<file path="config.mk">
export PLATFORM = sky130hd
export DESIGN_NAME = nsuo_status_out
export DESIGN_NICKNAME = d
export VERILOG_FILES = /design/src/nsuo_pkg.sv /design/src/nsuo_shot_if.sv /design/src/nsuo_status_out.sv /design/src/nsuo_shot_timer.sv
export SDC_FILE = /design/constraint.sdc
export NUM_CORES = 1
export LEC_CHECK = 0
export BUFFER_PORTS_ARGS = -buffer_cell sky130_fd_sc_hd__buf_4
export CAP_MARGIN = 20
export CORE_MARGIN = 10
export CORE_UTILIZATION = 60
export CTS_CLUSTER_SIZE = 10
export DETAILED_ROUTE_END_ITERATION = 8
export HOLD_SLACK_MARGIN = 0.12
export MAX_ROUTING_LAYER = met4
export PLACE_DENSITY_LB_ADDON = 0.15
export SLEW_MARGIN = 10
export SYNTH_ARGS = -nofsm -noshare
export SYNTH_HDL_FRONTEND = slang
export SYNTH_SLANG_ARGS = --single-unit
</file>
<file path="constraint.sdc">
create_clock -name clk -period 4.1 [get_ports clk]
set_clock_uncertainty 0.2 [all_clocks]
set_input_delay 0.615 -clock clk [delete_from_list [all_inputs] [get_ports clk]]
set_output_delay 0.615 -clock clk [all_outputs]
set_load 0.005 [all_outputs]
</file>
<file path="src/nsuo_pkg.sv">
// shared constants for the network status and utility outputs
package nsuo_pkg;
  // ----------------------------------------------------------------
  // clock and timing
  // ----------------------------------------------------------------
  localparam int unsigned CLK_HZ         = 20_000_000;
  localparam int unsigned LINE_MAX_BPS   = 12_000_000;
  localparam int unsigned FLASH_MS       = 50;
  localparam int unsigned FLASH_CYC      = CLK_HZ / 1000 * FLASH_MS;
  localparam int unsigned BLINK_SW_S     = 1;
  localparam int unsigned BLINK_ROM_S    = 2;
  localparam int unsigned BLINK_MEM_S    = 3;
  localparam int unsigned BLINK_SW_CYC   = CLK_HZ * BLINK_SW_S;
  localparam int unsigned BLINK_ROM_CYC  = CLK_HZ * BLINK_ROM_S;
  localparam int unsigned BLINK_MEM_CYC  = CLK_HZ * BLINK_MEM_S;
  localparam int unsigned CYC_PULSE_BITS = 2;
  // ----------------------------------------------------------------
  // widths and reset levels
  // ----------------------------------------------------------------
  localparam int unsigned ADDR_W         = 6;
  localparam int unsigned TMR_W          = 26;
  localparam logic        LED_OFF        = 1'b1;
  localparam logic        LED_ON         = 1'b0;
  localparam logic        LINE_IDLE      = 1'b1;
  typedef logic [ADDR_W-1:0] nsuo_addr_t;
endpackage

</file>
<file path="src/nsuo_shot_if.sv">
// start and busy pair between the top and a one-shot timer
`timescale 1ns/1ps
interface nsuo_shot_if;
  logic start;
  logic busy;
  modport ctl (output start, input busy);
  modport tmr (input start, output busy);
endinterface

</file>
<file path="src/nsuo_status_out.sv">
// link line gating, indicator lamps, remote flag and cycle-start pulse
`timescale 1ns/1ps
// Function
// drive enable high throughout own transmission
// line bits paced by engine bit strobe
// receive line ignored while driving
// all four lamps light on low
// monitor and commander lamps: normal operation
// link but no commander: distinct lamps
// address clash: only severe lamp lit
// new no-link destination flashes mild lamp
// three-scan no-link flashes severe lamp
// disconnection or reset flashes both lamps
// fault blinks lamps, period names fault
// addressed flag instruction drives flag low
// packet without our flag releases flag
// flag accepted from any station
// cycle start: low pulse two bits
// flashes, blinks and pulse from counters
module nsuo_status_out #(
  parameter int unsigned FLASH_CYCLES = nsuo_pkg::FLASH_CYC,
  parameter int unsigned BLINK1_CYC   = nsuo_pkg::BLINK_SW_CYC,
  parameter int unsigned BLINK2_CYC   = nsuo_pkg::BLINK_ROM_CYC,
  parameter int unsigned BLINK3_CYC   = nsuo_pkg::BLINK_MEM_CYC
) (
  input  wire logic          clk,
  input  wire logic          rstn,
  input  wire logic          bit_strobe,
  input  wire logic          tx_active,
  input  wire logic          tx_bit,
  output logic               ser_tx_data,
  output logic               ser_tx_drive_en,
  input  wire logic          ser_rx_data,
  output logic               rx_bit,
  input  wire nsuo_pkg::nsuo_addr_t own_station_addr,
  input  wire nsuo_pkg::nsuo_addr_t own_station_span,
  input  wire nsuo_pkg::nsuo_addr_t commander_station_addr,
  input  wire logic          link_any,
  input  wire logic          commander_linked,
  input  wire logic          no_link_new,
  input  wire logic          no_link3_new,
  input  wire logic          disconnect3,
  input  wire logic          fault_switch_read,
  input  wire logic          fault_flash_rom,
  input  wire logic          fault_memory,
  input  wire logic          rx_pkt_done,
  input  wire logic          rx_flag_for_us,
  input  wire logic          cycle_start,
  output logic               link_monitor_led_n,
  output logic               mild_warn_led_n,
  output logic               severe_warn_led_n,
  output logic               commander_present_led,
  output logic               remote_flag_n,
  output logic               cycle_start_pulse_n
);
  import nsuo_pkg::*;

  // ----------------------------------------------------------------
  // reset release and pin input synchroniser
  // ----------------------------------------------------------------
  logic rst_s1_q, rst_n;
  logic rx_s1_q, rx_s2_q;
  always_ff @(posedge clk or negedge rstn) begin
    if (!rstn) begin
      rst_s1_q <= 1'b0;
      rst_n    <= 1'b0;
    end else begin
      rst_s1_q <= 1'b1;
      rst_n    <= rst_s1_q;
    end
  end
  always_ff @(posedge clk or negedge rst_n) begin
    if (!rst_n) begin
      rx_s1_q <= LINE_IDLE;
      rx_s2_q <= LINE_IDLE;
    end else begin
      rx_s1_q <= ser_rx_data;
      rx_s2_q <= rx_s1_q;
    end
  end

  // ----------------------------------------------------------------
  // serial line
  // ----------------------------------------------------------------
  // engine changes tx_bit once per bit strobe; registering here keeps
  // data and enable aligned on the same edge
  always_ff @(posedge clk or negedge rst_n) begin
    if (!rst_n) begin
      ser_tx_data     <= LINE_IDLE;
      ser_tx_drive_en <= 1'b0;
    end else begin
      ser_tx_data     <= tx_active ? tx_bit : LINE_IDLE;
      ser_tx_drive_en <= tx_active;
    end
  end
  // our own echo comes back on half-duplex transceivers
  // the pin synchroniser lags two cycles, so the echo tail is
  // still in the pipe after the enable drops; blank it as well
  logic [1:0] echo_hold_q;
  always_ff @(posedge clk or negedge rst_n) begin
    if (!rst_n) echo_hold_q <= 2'h0;
    else echo_hold_q <= {echo_hold_q[0], ser_tx_drive_en};
  end
  wire rx_blank = ser_tx_drive_en || (|echo_hold_q);
  assign rx_bit = rx_blank ? LINE_IDLE : rx_s2_q;
  wire rx_done_ok = rx_pkt_done && !ser_tx_drive_en;

  // ----------------------------------------------------------------
  // remote flag
  // ----------------------------------------------------------------
  // no source check: any station may steer the flag
  always_ff @(posedge clk or negedge rst_n) begin
    if (!rst_n) remote_flag_n <= LINE_IDLE;
    else if (rx_done_ok) remote_flag_n <= !rx_flag_for_us;
  end

  // ----------------------------------------------------------------
  // flashes and cycle pulse
  // ----------------------------------------------------------------
  logic init_q;
  always_ff @(posedge clk or negedge rst_n) begin
    if (!rst_n) init_q <= 1'b1;
    else init_q <= 1'b0;
  end
  nsuo_shot_if mild_sh ();
  nsuo_shot_if sev_sh ();
  nsuo_shot_if cyc_sh ();
  assign mild_sh.start = no_link_new || disconnect3 || init_q;
  assign sev_sh.start  = no_link3_new || disconnect3 || init_q;
  assign cyc_sh.start  = cycle_start;

  nsuo_shot_timer #(.LEN(FLASH_CYCLES), .CNT_W(TMR_W)) u_mild (
    .clk(clk), .rst_n(rst_n), .tick(1'b1), .shot(mild_sh));
  nsuo_shot_timer #(.LEN(FLASH_CYCLES), .CNT_W(TMR_W)) u_sev (
    .clk(clk), .rst_n(rst_n), .tick(1'b1), .shot(sev_sh));
  nsuo_shot_timer #(.LEN(CYC_PULSE_BITS), .CNT_W(2)) u_cyc (
    .clk(clk), .rst_n(rst_n), .tick(bit_strobe), .shot(cyc_sh));

  always_ff @(posedge clk or negedge rst_n) begin
    if (!rst_n) cycle_start_pulse_n <= LINE_IDLE;
    else cycle_start_pulse_n <= !(cyc_sh.start || cyc_sh.busy);
  end

  // ----------------------------------------------------------------
  // fault blink
  // ----------------------------------------------------------------
  wire             fault_any = fault_switch_read || fault_flash_rom || fault_memory;
  wire [TMR_W-1:0] blink_len = fault_switch_read ? TMR_W'(BLINK1_CYC - 1) :
                               fault_flash_rom   ? TMR_W'(BLINK2_CYC - 1) :
                                                   TMR_W'(BLINK3_CYC - 1);
  logic [TMR_W-1:0] blink_cnt_q;
  logic             blink_ph_q;
  wire              blink_wrap = blink_cnt_q >= blink_len;
  always_ff @(posedge clk or negedge rst_n) begin
    if (!rst_n) begin
      blink_cnt_q <= '0;
      blink_ph_q  <= 1'b0;
    end else if (!fault_any) begin
      blink_cnt_q <= '0;
      blink_ph_q  <= 1'b0;
    end else begin
      blink_cnt_q <= blink_wrap ? '0 : blink_cnt_q + TMR_W'(1);
      blink_ph_q  <= blink_ph_q ^ blink_wrap;
    end
  end

  // ----------------------------------------------------------------
  // lamp decode, fault over clash over link state
  // ----------------------------------------------------------------
  wire [ADDR_W:0] span_end = {1'b0, own_station_addr} + {1'b0, own_station_span};
  wire            clash    = (commander_station_addr == own_station_addr) ||
                             ({1'b0, commander_station_addr} > {1'b0, own_station_addr} &&
                              {1'b0, commander_station_addr} < span_end);
  wire normal  = link_any && commander_linked;
  wire mon_on  = !fault_any && !clash && link_any;
  wire commander_present_led_on = !fault_any && !clash && normal;
  wire mild_on = fault_any ? blink_ph_q : (!clash && mild_sh.busy);
  wire sev_on  = fault_any ? !blink_ph_q : (clash || sev_sh.busy);

  always_ff @(posedge clk or negedge rst_n) begin
    if (!rst_n) begin
      link_monitor_led_n    <= LED_OFF;
      mild_warn_led_n       <= LED_OFF;
      severe_warn_led_n     <= LED_OFF;
      commander_present_led <= LED_OFF;
    end else begin
      link_monitor_led_n    <= mon_on ? LED_ON : LED_OFF;
      mild_warn_led_n       <= mild_on ? LED_ON : LED_OFF;
      severe_warn_led_n     <= sev_on ? LED_ON : LED_OFF;
      commander_present_led <= commander_present_led_on ? LED_ON : LED_OFF;
    end
  end

  // ----------------------------------------------------------------
  // checks
  // ----------------------------------------------------------------
  tx_enable_a: assert property (@(posedge clk) disable iff (!rst_n)
    tx_active |=> ser_tx_drive_en && ser_tx_data == $past(tx_bit))
    else $error("drive enable low during transmission");
  echo_block_a: assert property (@(posedge clk) disable iff (!rst_n)
    ser_tx_drive_en |-> rx_bit == LINE_IDLE)
    else $error("receive line not blocked while driving");
  echo_tail_a: assert property (@(posedge clk) disable iff (!rst_n)
    $fell(ser_tx_drive_en) |-> rx_bit == LINE_IDLE ##1 rx_bit == LINE_IDLE)
    else $error("own echo leaked after drive released");
  normal_lamps_a: assert property (@(posedge clk) disable iff (!rst_n)
    normal && !fault_any && !clash |=> !link_monitor_led_n && !commander_present_led)
    else $error("normal lamps not lit");
  no_cmdr_a: assert property (@(posedge clk) disable iff (!rst_n)
    link_any && !commander_linked && !fault_any && !clash
      |=> !link_monitor_led_n && commander_present_led)
    else $error("missing commander state not shown");
  clash_only_a: assert property (@(posedge clk) disable iff (!rst_n)
    clash && !fault_any |=> !severe_warn_led_n && mild_warn_led_n && link_monitor_led_n
      && commander_present_led)
    else $error("address clash lamps wrong");
  mild_flash_a: assert property (@(posedge clk) disable iff (!rst_n)
    no_link_new && !fault_any && !clash |=> ##1 !mild_warn_led_n)
    else $error("no-link flash missing");
  flag_set_a: assert property (@(posedge clk) disable iff (!rst_n)
    rx_pkt_done && rx_flag_for_us && !ser_tx_drive_en |=> !remote_flag_n)
    else $error("flag not driven low");
  flag_clr_a: assert property (@(posedge clk) disable iff (!rst_n)
    rx_pkt_done && !rx_flag_for_us && !ser_tx_drive_en |=> remote_flag_n)
    else $error("flag not released");
  cycle_pulse_a: assert property (@(posedge clk) disable iff (!rst_n)
    cycle_start && !bit_strobe ##1 !bit_strobe |=> !cycle_start_pulse_n)
    else $error("cycle pulse missing");
endmodule // nsuo_status_out

</file>
<file path="src/nsuo_shot_timer.sv">
// retriggerable one-shot timer counting ticks
`timescale 1ns/1ps
module nsuo_shot_timer #(
  parameter int unsigned LEN   = 2,
  parameter int unsigned CNT_W = 26
) (
  input  wire logic  clk,
  input  wire logic  rst_n,
  input  wire logic  tick,
  nsuo_shot_if.tmr   shot
);
  import nsuo_pkg::*;

  logic             busy_q;
  logic [CNT_W-1:0] cnt_q;
  wire              last = tick && (cnt_q == CNT_W'(LEN - 1));

  // ----------------------------------------------------------------
  // counter
  // ----------------------------------------------------------------
  always_ff @(posedge clk or negedge rst_n) begin
    if (!rst_n) begin
      busy_q <= 1'b0;
      cnt_q  <= '0;
    end else if (shot.start) begin
      busy_q <= 1'b1;
      cnt_q  <= '0;
    end else if (busy_q && tick) begin
      busy_q <= !last;
      cnt_q  <= cnt_q + CNT_W'(1);
    end
  end

  assign shot.busy = busy_q;

  // ----------------------------------------------------------------
  // checks
  // ----------------------------------------------------------------
  shot_start_a: assert property (@(posedge clk) disable iff (!rst_n)
    shot.start |=> busy_q && cnt_q == '0)
    else $error("one-shot did not start");
  shot_end_a: assert property (@(posedge clk) disable iff (!rst_n)
    busy_q && last && !shot.start |=> !busy_q)
    else $error("one-shot did not end after its length");
endmodule // nsuo_shot_timer

</file>
==> Word level (Yosys, flattened, before mapping) <==
Index checks and enable logic that the tools add are counted.
{ "totals": {"elab_cells": 92, "in_bits": 35, "register_bits": 99, "output_inout_bits": 9} }
{ "classes": {"n_eq_ne": 4, "muxes": 25, "n_addsub": 5, "magnitude_cmp": 3, "reduce_logical": 32, "n_bitwise": 1} }
{ "ops": {"columns": ["operator", "n"], "rows": [
  ["two-way mux 26 bit", 7],
  ["adder 26 x 1 -> 26 bit (second input constant)", 3],
  ["equality test 26 x 20 -> 1 bit (second input constant)", 2],
  ["greater-or-equal comparator 26 bit", 1],
  ["two-way mux 25 bit", 1],
  ["two-way mux 1 bit", 15],
  ["logical OR 1 bit", 10],
  ["logical AND 1 bit", 9],
  ["zero test 1 bit", 9],
  ["adder 6 x 6 -> 7 bit", 1],
  ["< comparator 6 x 7 -> 1 bit", 1],
  ["equality test 6 bit", 1],
  ["greater-than comparator 6 bit", 1],
  ["nonzero test 2 bit", 3],
  ["two-way mux 2 bit", 2],
  ["adder 2 x 1 -> 2 bit (second input constant)", 1],
  ["equality test 2 x 1 -> 1 bit (second input constant)", 1],
  ["OR reduction 2 bit", 1],
  ["bitwise XOR 1 bit", 1]
]} }

==> Logic depth before layout (Yosys ltp) <==
Gate-level depths: netlist (run 1).
{ "logic_depth": {"ltp_word": 8, "depth_mapped": 10, "depth_no_buf": 10} }

==> Hierarchy <==
Synthesis (run 1) repeated with hierarchy kept, for this count alone.
{ "hier_totals": {"cells_unflattened": 609, "area_unflattened_um2": 5985.7} }
{ "by_module_without_submodules": {"columns": ["module", "area_each_um2", "cells_each", "seq_area_each_um2", "instances"], "rows": [
  ["nsuo_shot_timer (u_mild ...)", 1502.7, 160, 675.6, 2],
  ["nsuo_status_out", 2830.2, 276, 1063.5, 1],
  ["nsuo_shot_timer (u_cyc)", 150.1, 13, 75.1, 1]
]} }

==> Least setup slack after synthesis (run 1) <==
No wires, ideal clock.
{ "synth_path": {"path_kind": "input to register", "from": "in own_station_addr[1]", "to": "reg severe_warn_led_n", "arrival_ps": 2480, "path_slack_ps": 1342, "path_stages": 10, "setup_time_ps": 78, "path_cell_list": "ha_1 > a21o_1 > a21oi_1 > o21bai_1 > a21oi_1 > xor2_1 > ha_1 > a21o_1 > a31o_2 > a31o_2"} }
{ "synth_between": {"elab_chain_len": 7, "word_cells_on_any_way": 9} }
{ "synth_rtl": {"columns": ["element", "line_no", "rtl"], "rows": [
  ["from (decl)", "nsuo_status_out.sv:35", "input wire nsuo_pkg::nsuo_addr_t own_station_addr,"],
  ["adder 6 x 6 -> 7 bit", "nsuo_status_out.sv:170", "wire [ADDR_W:0] span_end = {1'b0, own_station_addr} + {1'b0, own_station_span};"],
  ["< comparator 6 x 7 -> 1 bit", "nsuo_status_out.sv:173", "{1'b0, commander_station_addr} < span_end);"],
  ["logical AND 1 bit", "nsuo_status_out.sv:172", "({1'b0, commander_station_addr} > {1'b0, own_station_addr} &&"],
  ["logical OR 1 bit (*)", "nsuo_status_out.sv:171", "wire clash = (commander_station_addr == own_station_addr) ||"],
  ["logical OR 1 bit (*)", "nsuo_status_out.sv:178", "wire sev_on = fault_any ? !blink_ph_q : (clash || sev_sh.busy);"],
  ["two-way mux 1 bit (*)", "nsuo_status_out.sv:178", null],
  ["two-way mux 1 bit (*)", "nsuo_status_out.sv:189", "severe_warn_led_n <= sev_on ? LED_ON : LED_OFF;"],
  ["to (signal assigned)", "nsuo_status_out.sv:189", null],
  ["to (decl)", "nsuo_status_out.sv:51", "output logic severe_warn_led_n,"]
]} }
Every way passes the cells marked *; elsewhere a longest branch is shown, timed or not.
A chain may end at the register's enable or synchronous reset.

==> Final worst setup path (run 1) <==
{ "layout_path": {"from": "in fault_switch_read", "to": "reg blink_cnt_q[9]"} }
{ "layout_between": {"elab_chain_len": 4, "word_cells_on_any_way": 6} }
{ "layout_rtl": {"columns": ["element", "line_no", "rtl"], "rows": [
  ["from (decl)", "nsuo_status_out.sv:43", "input wire logic fault_switch_read,"],
  ["two-way mux 26 bit", "nsuo_status_out.sv:148", "wire [TMR_W-1:0] blink_len = fault_switch_read ? TMR_W'(BLINK1_CYC - 1) :"],
  ["greater-or-equal comparator 26 bit", "nsuo_status_out.sv:153", "wire blink_wrap = blink_cnt_q >= blink_len;"],
  ["two-way mux 26 bit", "nsuo_status_out.sv:162", "blink_cnt_q <= blink_wrap ? '0 : blink_cnt_q + TMR_W'(1);"],
  ["two-way mux 26 bit (*)", "nsuo_status_out.sv:158", "end else if (!fault_any) begin"],
  ["to (signal assigned)", "nsuo_status_out.sv:162", null],
  ["to (decl)", "nsuo_status_out.sv:151", "logic [TMR_W-1:0] blink_cnt_q;"]
]} }
Marks and branches as above.

==> results of run 1 <==
-- kinds of logic after synthesis --
kind of cell,Yosys count,share of synthesized area (%)
xor+xnor,69,10.61
fa+ha+maj,38,8.476
simple gates,263,25.91
mux,3,0.5270
flops,99,43.70
compound gates,67,7.884
other cells,2,0.1318
buf+inv,38,2.767
-- worst max path at each step --
stage,slack (ns),to,start
after global placement,0.95,blink_cnt_q[1],fault_switch_read
after floorplan,0.96,blink_cnt_q[0],rst_n
after detailed placement,0.84,blink_cnt_q[9],fault_switch_read
after global routing,1.07,blink_cnt_q[6],fault_switch_read
after CTS,1.22,blink_cnt_q[9],fault_switch_read
final,1.22,blink_cnt_q[9],fault_switch_read
-- power groups by stage --
stage / Combinational (mW) / Sequential (mW) / Clock [mW]
global placement: 0.188 / 1.07 / 0
finish: 0.202 / 1.06 / 0.585
global route: 0.229 / 1.06 / 0.642
detailed placement: 0.201 / 1.08 / 0
CTS: 0.203 / 1.06 / 0.604
floorplan: 0.126 / 1.07 / 0
-- flip-flops by register name, summed over array words and instances, names as in the netlist, 2 cells and up --
signal and count:
u_mild.cnt_q 26, blink_cnt_q 26, u_sev.cnt_q 26, u_cyc.cnt_q 2
echo_hold_q 2
-- placed cells by master, fill, tap and decap left out, types with 4 or more instances in the layout --
master and count:
a21o_1 9, a21oi_1 22, and2_1 4, and3_1 13, and4_1 7, buf_4 45, clkbuf_8 9, dfrtp_1 88
dfstp_2 10, ha_1 37, inv_1 24, inv_6 4, nand2_1 41, nand3_1 26, nand4_1 28, nor2_1 63
nor3_1 35, nor4_1 9, nor4_4 5, o21ai_0 12, or3_1 6, xnor2_1 34, xor2_1 35
-- layer usage --
metal  wire (microns)  part of all wire [%]  up-vias
met1             5210                    46     2120
met4               89                  0.79        0
li1                 -                     -     2153
met2             5645                    50       63
met5                0                     0        -
met3              339                   3.0        6
-- repair_timing --
item,CTS,global route
resized for setup,0,0
hold buffers,1,1
endpoints found under the hold margin,2,1
-- final cells by class --
| cell class | count | share of cell area, % |
|---|---|---|
| tap | 129 | 2.547 |
| timing repair buffer | 47 | 5.648 |
| clock buffer | 9 | 1.955 |
| multi-input combinational | 442 | 48.14 |
| inverter | 24 | 1.422 |
| sequential | 99 | 39.36 |
| clock inverter | 7 | 0.9281 |
==> flow_summary.yaml, run 1 <==
yosys:
  syn_area_sq_um: 5698
  synth_most_common_cell: "dfrtp_1"
  ys.flop_type: "dfrtp_1"
  synthArstFlopShare_pct: 100.0
  synthTopCellsByCount: "dfrtp_1 (89), nor2_1 (63), nand2_1 (41), ha_1 (37)"
  synth_seq_area_share_pct: 43.70
  syn-num-nets: 652
  synth-seq-cells: 99
  yosysTopAreaCellShare_pct: 39.09
  synthDistinctLibCells: 56
  synth_edf_count: 0
  syn_inst: 579
  synth_area_leaders: "dfrtp_1 (39%), ha_1 (8.1%), xor2_1 (5.4%)"
  yosys.area.top_type: "dfrtp_1"
  yosysWarningCount: 0
  post_synth.cell_area_avg_sq_um: 9.841
cts:
  clockBufferDepth: 2
  clkLatencyLatePin_ns: 0.37
  cts.reportedPaths.clkPinSlew_ns: 0.11
  post_cts_buffers: 0
  cts_sinks: 99
  numCtsBuffers: 9
  cts_tree: "yes"
  htree_levels: 3
  cts_root_buf: "clkbuf_8"
placed_design:
  placed_area_sq_um: 6133
  post-dp-hpwl_mm: 8.286
  port_buffers: 43
  dp_cells: 739
  place_ws_ns: 0.8443
  gp_congestion: 0.9798
setup_path:
  worstRegToRegCells: 5
  worst_setup_path_start_kind: "primary input"
  worst-path-stages: 8
  endpoint_kind: "register"
  r2r-end: "u_sev.cnt_q[23]"
  path_cells: "buf_4 > or2_2 > ha_1 > a21o_1 > a21o_1 > a21oi_1 > nand4_2 > nor3_1"
  slowest_stage: "nand4_2"
  crit_arrival_ns: 2.94
  cp_common_cell: "a21o_1"
  crit_path_max_incr_delay_ns: 0.60
  worstReg2RegStart: "init_q"
  crit_fanout: 27
  critical_path.top_delay_family: "simple AND/OR/NAND/NOR gates"
  path_class: "primary input to register"
  rrSetupSlack_ns: 1.41
  crit_buf_inv: 1
  cp.required_ns: 4.16
layout:
  fin_util_pct: 68.57
  multi_input_area_sq_um: 3050
  nets: 696
  seq_area_sq_um: 2494
  instances_no_fill: 757
  fillers: 706
  postLayoutCellArea_sq_um: 6336
  antenna_cells: 0
  syn_to_final_growth_pct: 11.20
  drive_above_1_share_pct: 15.13
grt:
  antenna_found_initial: 0
  track_usage_pct: 17.00
  grt_pass1_vias: 4346
  met1_usage_pct: 20.79
  grt_pass1_wl_mm: 20.00
  grt_use_met3_pct: 3.549
  grt_overflow: 0
  top_usage_layer: "met2"
  grt_max_degree: 69
  met2_usage_pct: 28.36
floorplanning:
  io_pins: 44
  die_width_microns: 117.5
  die_y_microns: 117.5
  initial_core_util_pct: 61.67
  die-area_sq_um: 13790
  rows: 35
  core-area_sq_um: 9240
power:
  combPwrFrac_pct: 11.0
  p_seq_share_pct: 57.3
  pwr_density_cell_nw_per_um2: 290.9
  p_total_mw: 1.843
  netSwitchingFraction_pct: 27.17
  p_int_mw: 1.342
  ir_drop_mv: 0.1947
  power.leakage_nw: 2.813
  p_switching_mw: 0.5007
  clkPwrFrac_pct: 31.7
route:
  routed_wl_mm: 11.29
  vias: 4342
  ant_nets: 0
  via_per_inst: 5.736
  detail_route.wl_per_cell_microns: 14.91
  dr.first_iter.drc_count: 212
  drcViolationCount: 0
  firstDrtPassIters: 4
sta:
  hold_violations: 0
  final.setup.tns_ns: 0
  tightest_slew_ns: 0.9968
  fmax_mhz: 347.2
  setup_viol_count_final: 0
  whs_ns: 0.1546
  maxSlewViolCount: 0
  relSlewSlack_pct: 33.54
  grt_setup_unrepaired: "false"
  fin_ws_ns: 1.220
  min_period_over_period_pct: 70.25
  min_period_ns: 2.880
run_status:
  status: "completed"
flow_run:
  maxCapViolations: 0
worst_hold_path:
  holdCritStartpoint: "tx_active"
  hp-class: "primary input to register"
  hold_end: "ser_tx_drive_en"
  min_path_cells: 1
Note: power is estimated with default switching activity, not from simulation.
==> inputs of run 2 (changes only) <==
==> constraint.sdc (replaced) <==
create_clock -name clk -period 2.8 [get_ports clk]
set_clock_uncertainty 0.2 [all_clocks]
set_input_delay 0.42 -clock clk [delete_from_list [all_inputs] [get_ports clk]]
set_output_delay 0.42 -clock clk [all_outputs]
set_load 0.005 [all_outputs]
==> run 2 against run 1 <==
Against the previous run: non-clock buffer count up 16; via count up 0.64%; routed wire length up 4.3%; largest cell class unchanged; worst hold slack worse by 0.013 ns; combinational power up 56%; register-to-register slack worse by 0.88 ns; first-iteration DRC count up 0.94%; sequential cell count unchanged; final cell count up 2.1%; core utilization up 1.6 points.
==> flow_summary.yaml, run 2 (synthesized netlist as in run 1, its figures left out) <==
cts:
  cts_tree: "yes"
  cts-resized-gates: 0
  cts.reportedPaths.clkPinSlew_ns: 0.10
  clockBufferDepth: 2
  cts_sinks: 99
  htree_levels: 3
  cts_root_buf: "clkbuf_8"
  numCtsBuffers: 9
  clkLatencyLatePin_ns: 0.38
route:
  detail_route.wl_per_cell_microns: 15.23
  firstDrtPassIters: 4
  dr.first_iter.drc_count: 214
  routed_wl_mm: 11.77
  drcViolationCount: 0
  vias: 4370
  via_per_inst: 5.653
  ant_nets: 0
setup_path:
  cp.required_ns: 2.92
  r2r-end: "u_sev.cnt_q[23]"
  rrSetupSlack_ns: 0.53
  path_class: "primary input to register"
  crit_arrival_ns: 2.51
  worst_setup_path_start_kind: "primary input"
  endpoint_kind: "register"
  worstRegToRegCells: 5
  worstReg2RegStart: "init_q"
  crit_fanout: 4
sta:
  setup_viol_count_final: 0
  min_period_over_period_pct: 85.64
  final.setup.tns_ns: 0
  tightest_slew_ns: 0.9023
  grt_setup_unrepaired: "false"
  min_period_ns: 2.398
  relSlewSlack_pct: 39.85
  whs_ns: 0.1416
  hold_violations: 0
  fin_ws_ns: 0.4021
  maxSlewViolCount: 0
  fmax_mhz: 417.0
grt:
  antenna_found_initial: 0
  track_usage_pct: 17.88
  grt_overflow: 0
  grt_max_degree: 48
  grt_pass1_vias: 4632
  grt_pass1_wl_mm: 20.89
placed_design:
  placed_area_sq_um: 6186
  place_ws_ns: 0.009047
  gp_congestion: 0.8885
  post-dp-hpwl_mm: 8.819
  port_buffers: 43
layout:
  postLayoutCellArea_sq_um: 6481
  fin_util_pct: 70.14
  top_regs: "blink_cnt_q x26, u_mild.cnt_q x26, u_sev.cnt_q x26"
  antenna_cells: 0
  final_common_cell: "dfrtp_1"
  syn_to_final_growth_pct: 13.75
  drive_above_1_share_pct: 15.68
  layout_common_cells: "dfrtp_1 (88), nor2_1 (63), buf_4 (52), nand2_1 (41), ha_1 (37)"
  nets: 712
power:
  ir_drop_mv: 0.4009
  p_switching_mw: 0.7463
  netSwitchingFraction_pct: 27.15
  clkPwrFrac_pct: 32.5
  pwr_density_cell_nw_per_um2: 424.1
  p_int_mw: 2.003
  power.leakage_nw: 2.895
  combPwrFrac_pct: 11.5
  p_seq_share_pct: 56.0
floorplanning:
  die_width_microns: 117.5
  rows: 35
  die_y_microns: 117.5
  die-area_sq_um: 13790
  initial_core_util_pct: 61.67
  core-area_sq_um: 9240
  io_pins: 44
worst_hold_path:
  hp-class: "register to async pin"
flow_run:
  maxCapViolations: 0
run_status:
  status: "completed"
[run 2: layout make-up]
cell class                 count  area (sq um)
tap                          129         161.4
fill                         742          2759
sequential                    99          2494
inverter                      24         90.09
multi-input combinational    442          3050
clock inverter                 5         43.79
clock buffer                  11         141.4
timing repair buffer          63         500.5
[run 2: worst max path at each step]
stage | startpoint | to | slack (ns) | cells after the start
6_report | own_station_addr[1] | severe_warn_led_n | 0.40 | 11
5_1_grt | fault_switch_read | blink_cnt_q[12] | 0.27 | 11
4_1_cts | own_station_addr[1] | link_monitor_led_n | 0.42 | 11
3_5_place_dp | own_station_addr[1] | severe_warn_led_n | 0.009 | 11
3_3_place_gp | own_station_addr[1] | severe_warn_led_n | 0.04 | 11
2_1_floorplan | own_station_addr[1] | severe_warn_led_n | 0.24 | 10
[run 2: timing repair]
action                                  CTS  global route
setup buffers                             0             0
hold buffers                             11             0
endpoints found under the setup margin    0             0
hold endpoints to repair                 12             0
[run 2: layer usage]
layer	routed length [microns]	up-vias	GRT usage, %
met5	0	-	-
met4	116	0	4.328
met3	332	12	3.453
met2	6034	57	31.57
met1	5288	2125	20.37
li1	-	2176	-
[run 2: critical path, cell delays in order]
cell	delay, ns
buf_4	0.11
ha_1	0.28
a21o_1	0.15
a21oi_1	0.21
o21bai_1	0.09
a21oi_1	0.18
xor2_1	0.17
ha_1	0.26
a21o_1	0.18
a31o_2	0.24
a31o_2	0.23
[run 2: metrics by stage]
| step | instances | total power [mW] |
|---|---|---|
| after CTS | 773 | 2.773 |
| after floorplan | 579 | 1.751 |
| final | 773 | 2.749 |
| after detailed placement | 746 | 1.875 |
| after global placement | 746 | 1.856 |
| after global routing | 773 | 2.882 |
[run 2: power groups by stage]
stage | Combinational (mW) | Sequential [mW] | Clock, mW
global route | 0.361 | 1.55 | 0.968
detailed placement | 0.305 | 1.57 | 0
CTS | 0.320 | 1.54 | 0.911
global placement | 0.289 | 1.57 | 0
floorplan | 0.184 | 1.57 | 0
finish | 0.315 | 1.54 | 0.893
==> inputs of run 3 (changes only) <==
--- a/config.mk
+++ b/config.mk
@@ -14,6 +14,7 @@
 export HOLD_SLACK_MARGIN = 0.12
 export MAX_ROUTING_LAYER = met4
 export PLACE_DENSITY_LB_ADDON = 0.15
+export REMOVE_ABC_BUFFERS = 1
 export SLEW_MARGIN = 10
 export SYNTH_ARGS = -nofsm -noshare
 export SYNTH_HDL_FRONTEND = slang
==> run 3 against run 2 <==
Against the previous run: non-clock buffer count is 1 lower; core utilization is 0.35 points higher; final cell count is 0.13% lower; routed wire length is 1.1% lower; cell area is 0.50% higher; count of clock-buffer cells in the layout is 2 higher; via count is 0.18% higher.
==> flow_summary.yaml, run 3 (synthesized netlist as in run 1, its figures left out) <==
power:
  ir_drop_mv: 0.3779
  pwr_density_cell_nw_per_um2: 433.2
  p_total_mw: 2.822
  power.leakage_nw: 2.908
setup_path:
  path_class: "primary input to register"
  crit_buf_inv: 1
  crit_fanout: 4
  crit_arrival_ns: 2.52
  slowest_stage: "ha_1"
  endpoint_kind: "register"
  worstReg2RegStart: "u_mild.cnt_q[0]"
  path_cells: "buf_4 > ha_1 > a21o_1 > a21oi_1 > o21bai_1 > a21oi_1 > xor2_1 > ha_1 > a21o_1 > a31o_2 > a31o_2"
  cp.required_ns: 2.90
  critical_path.top_delay_family: "compound AO/OA/AOI/OAI gates"
  worst_setup_path_start_kind: "primary input"
  cp-startpoint: "own_station_addr[1]"
  crit_path_max_incr_delay_ns: 0.28
route:
  wl_met2_mm: 5.822
  wl_met3_microns: 323
  dr.first_iter.drc_count: 256
  via_per_inst: 5.671
  drcViolationCount: 0
  routed_wl_mm: 11.64
  top_layer: "met4"
  wl_met1_mm: 5.395
  detail_route.wl_per_cell_microns: 15.08
  ant_nets: 0
  vias: 4378
  firstDrtPassIters: 4
sta:
  fmax_mhz: 412.5
  min_period_ns: 2.425
  grt_setup_unrepaired: "false"
  setup_viol_count_final: 0
  hold_violations: 0
  relSlewSlack_pct: 34.52
  min_period_over_period_pct: 86.59
  maxSlewViolCount: 0
  whs_ns: 0.1594
  tightest_slew_ns: 0.9822
cts:
  numCtsBuffers: 9
  clkLatencyLatePin_ns: 0.36
  cts_root_buf: "clkbuf_8"
  post_cts_buffers: 0
  cts-resized-gates: 0
  cts.reportedPaths.clkPinSlew_ns: 0.09
  cts_hold_buf: 11
  cts_sinks: 99
  clockBufferDepth: 2
  cts_tree: "yes"
  htree_levels: 3
placed_design:
  gp_congestion: 0.8756
  port_buffers: 43
  placed_area_sq_um: 6191
  post-dp-hpwl_mm: 8.499
floorplanning:
  io_pins: 44
  die_width_microns: 117.5
  die_y_microns: 117.5
  die-area_sq_um: 13790
  rows: 35
  initial_core_util_pct: 61.67
  core-area_sq_um: 9240
worst_hold_path:
  hp-class: "primary input to async pin"
flow_run:
  maxCapViolations: 0
layout:
  antenna_cells: 0
  nets: 711
  layout_common_cells: "dfrtp_1 (88), nor2_1 (63), buf_4 (50), nand2_1 (41), ha_1 (37)"
  top_regs: "blink_cnt_q x26, u_mild.cnt_q x26, u_sev.cnt_q x26"
  postLayoutCellArea_sq_um: 6514
  final_common_cell: "dfrtp_1"
  drive_above_1_share_pct: 15.55
  syn_to_final_growth_pct: 14.32
grt:
  antenna_found_initial: 0
  grt_overflow: 0
  grt_max_degree: 80
  grt_pass1_vias: 4442
  grt_pass1_wl_mm: 20.55
  track_usage_pct: 17.58
run_status:
  status: "completed"
## run 3: power by group
group	internal [mW]	switching (mW)	leakage, nW
sequential	1.48	0.0656	1.31
combinational	0.158	0.148	1.49
clock	0.489	0.478	0.110
total	2.13	0.691	2.91
## run 3: per-stage QoR
step	worst slack, ns	TNS [ns]	util [%]	instances
3_5_place_dp	-0.01742	-0.02475	67.00	745
5_1_grt	0.2191	0	70.49	772
3_3_place_gp	0.05573	0	67.00	745
4_1_cts	0.3740	0	70.49	772
2_1_floorplan	-0.3444	-29.97	-	565
6_report	0.3755	0	70.49	772
## run 3: routing by layer
layer / vias up / global-route usage [%]
met4: 0 / 4.405
met2: 64 / 29.37
met1: 2123 / 21.45
met3: 10 / 3.309
met5: - / -
li1: 2181 / -
## run 3: final cells by class
cell class / count / area (sq um)
Clock buffer: 13 / 168.9
Clock inverter: 3 / 43.79
Fill cell: 701 / 2726
Inverter: 24 / 90.09
Multi-Input combinational cell: 442 / 3050
Sequential cell: 99 / 2494
Tap cell: 129 / 161.4
Timing Repair Buffer: 62 / 505.5
## run 3: worst paths after layout
path                                          end  slack [ns]  depth (start not counted)
worst max-delay path            severe_warn_led_n        0.38                         11
worst min-delay path                        rst_n        0.16                          2
worst max register to register   u_mild.cnt_q[20]        0.62                          6
worst min register to register            rx_s2_q        0.16                          0
max in group asynchronous        u_mild.cnt_q[14]        1.37                          1
min in group clk                          rx_s2_q        0.16                          0
## run 3: worst register-to-register path, stage by stage, from the launching register on
cell	delay [ns]
dfrtp_1	0.44
ha_1	0.27
nand2_1	0.13
or3_4	0.47
nor4_2	0.30
xnor2_1	0.17
nor2_1	0.06
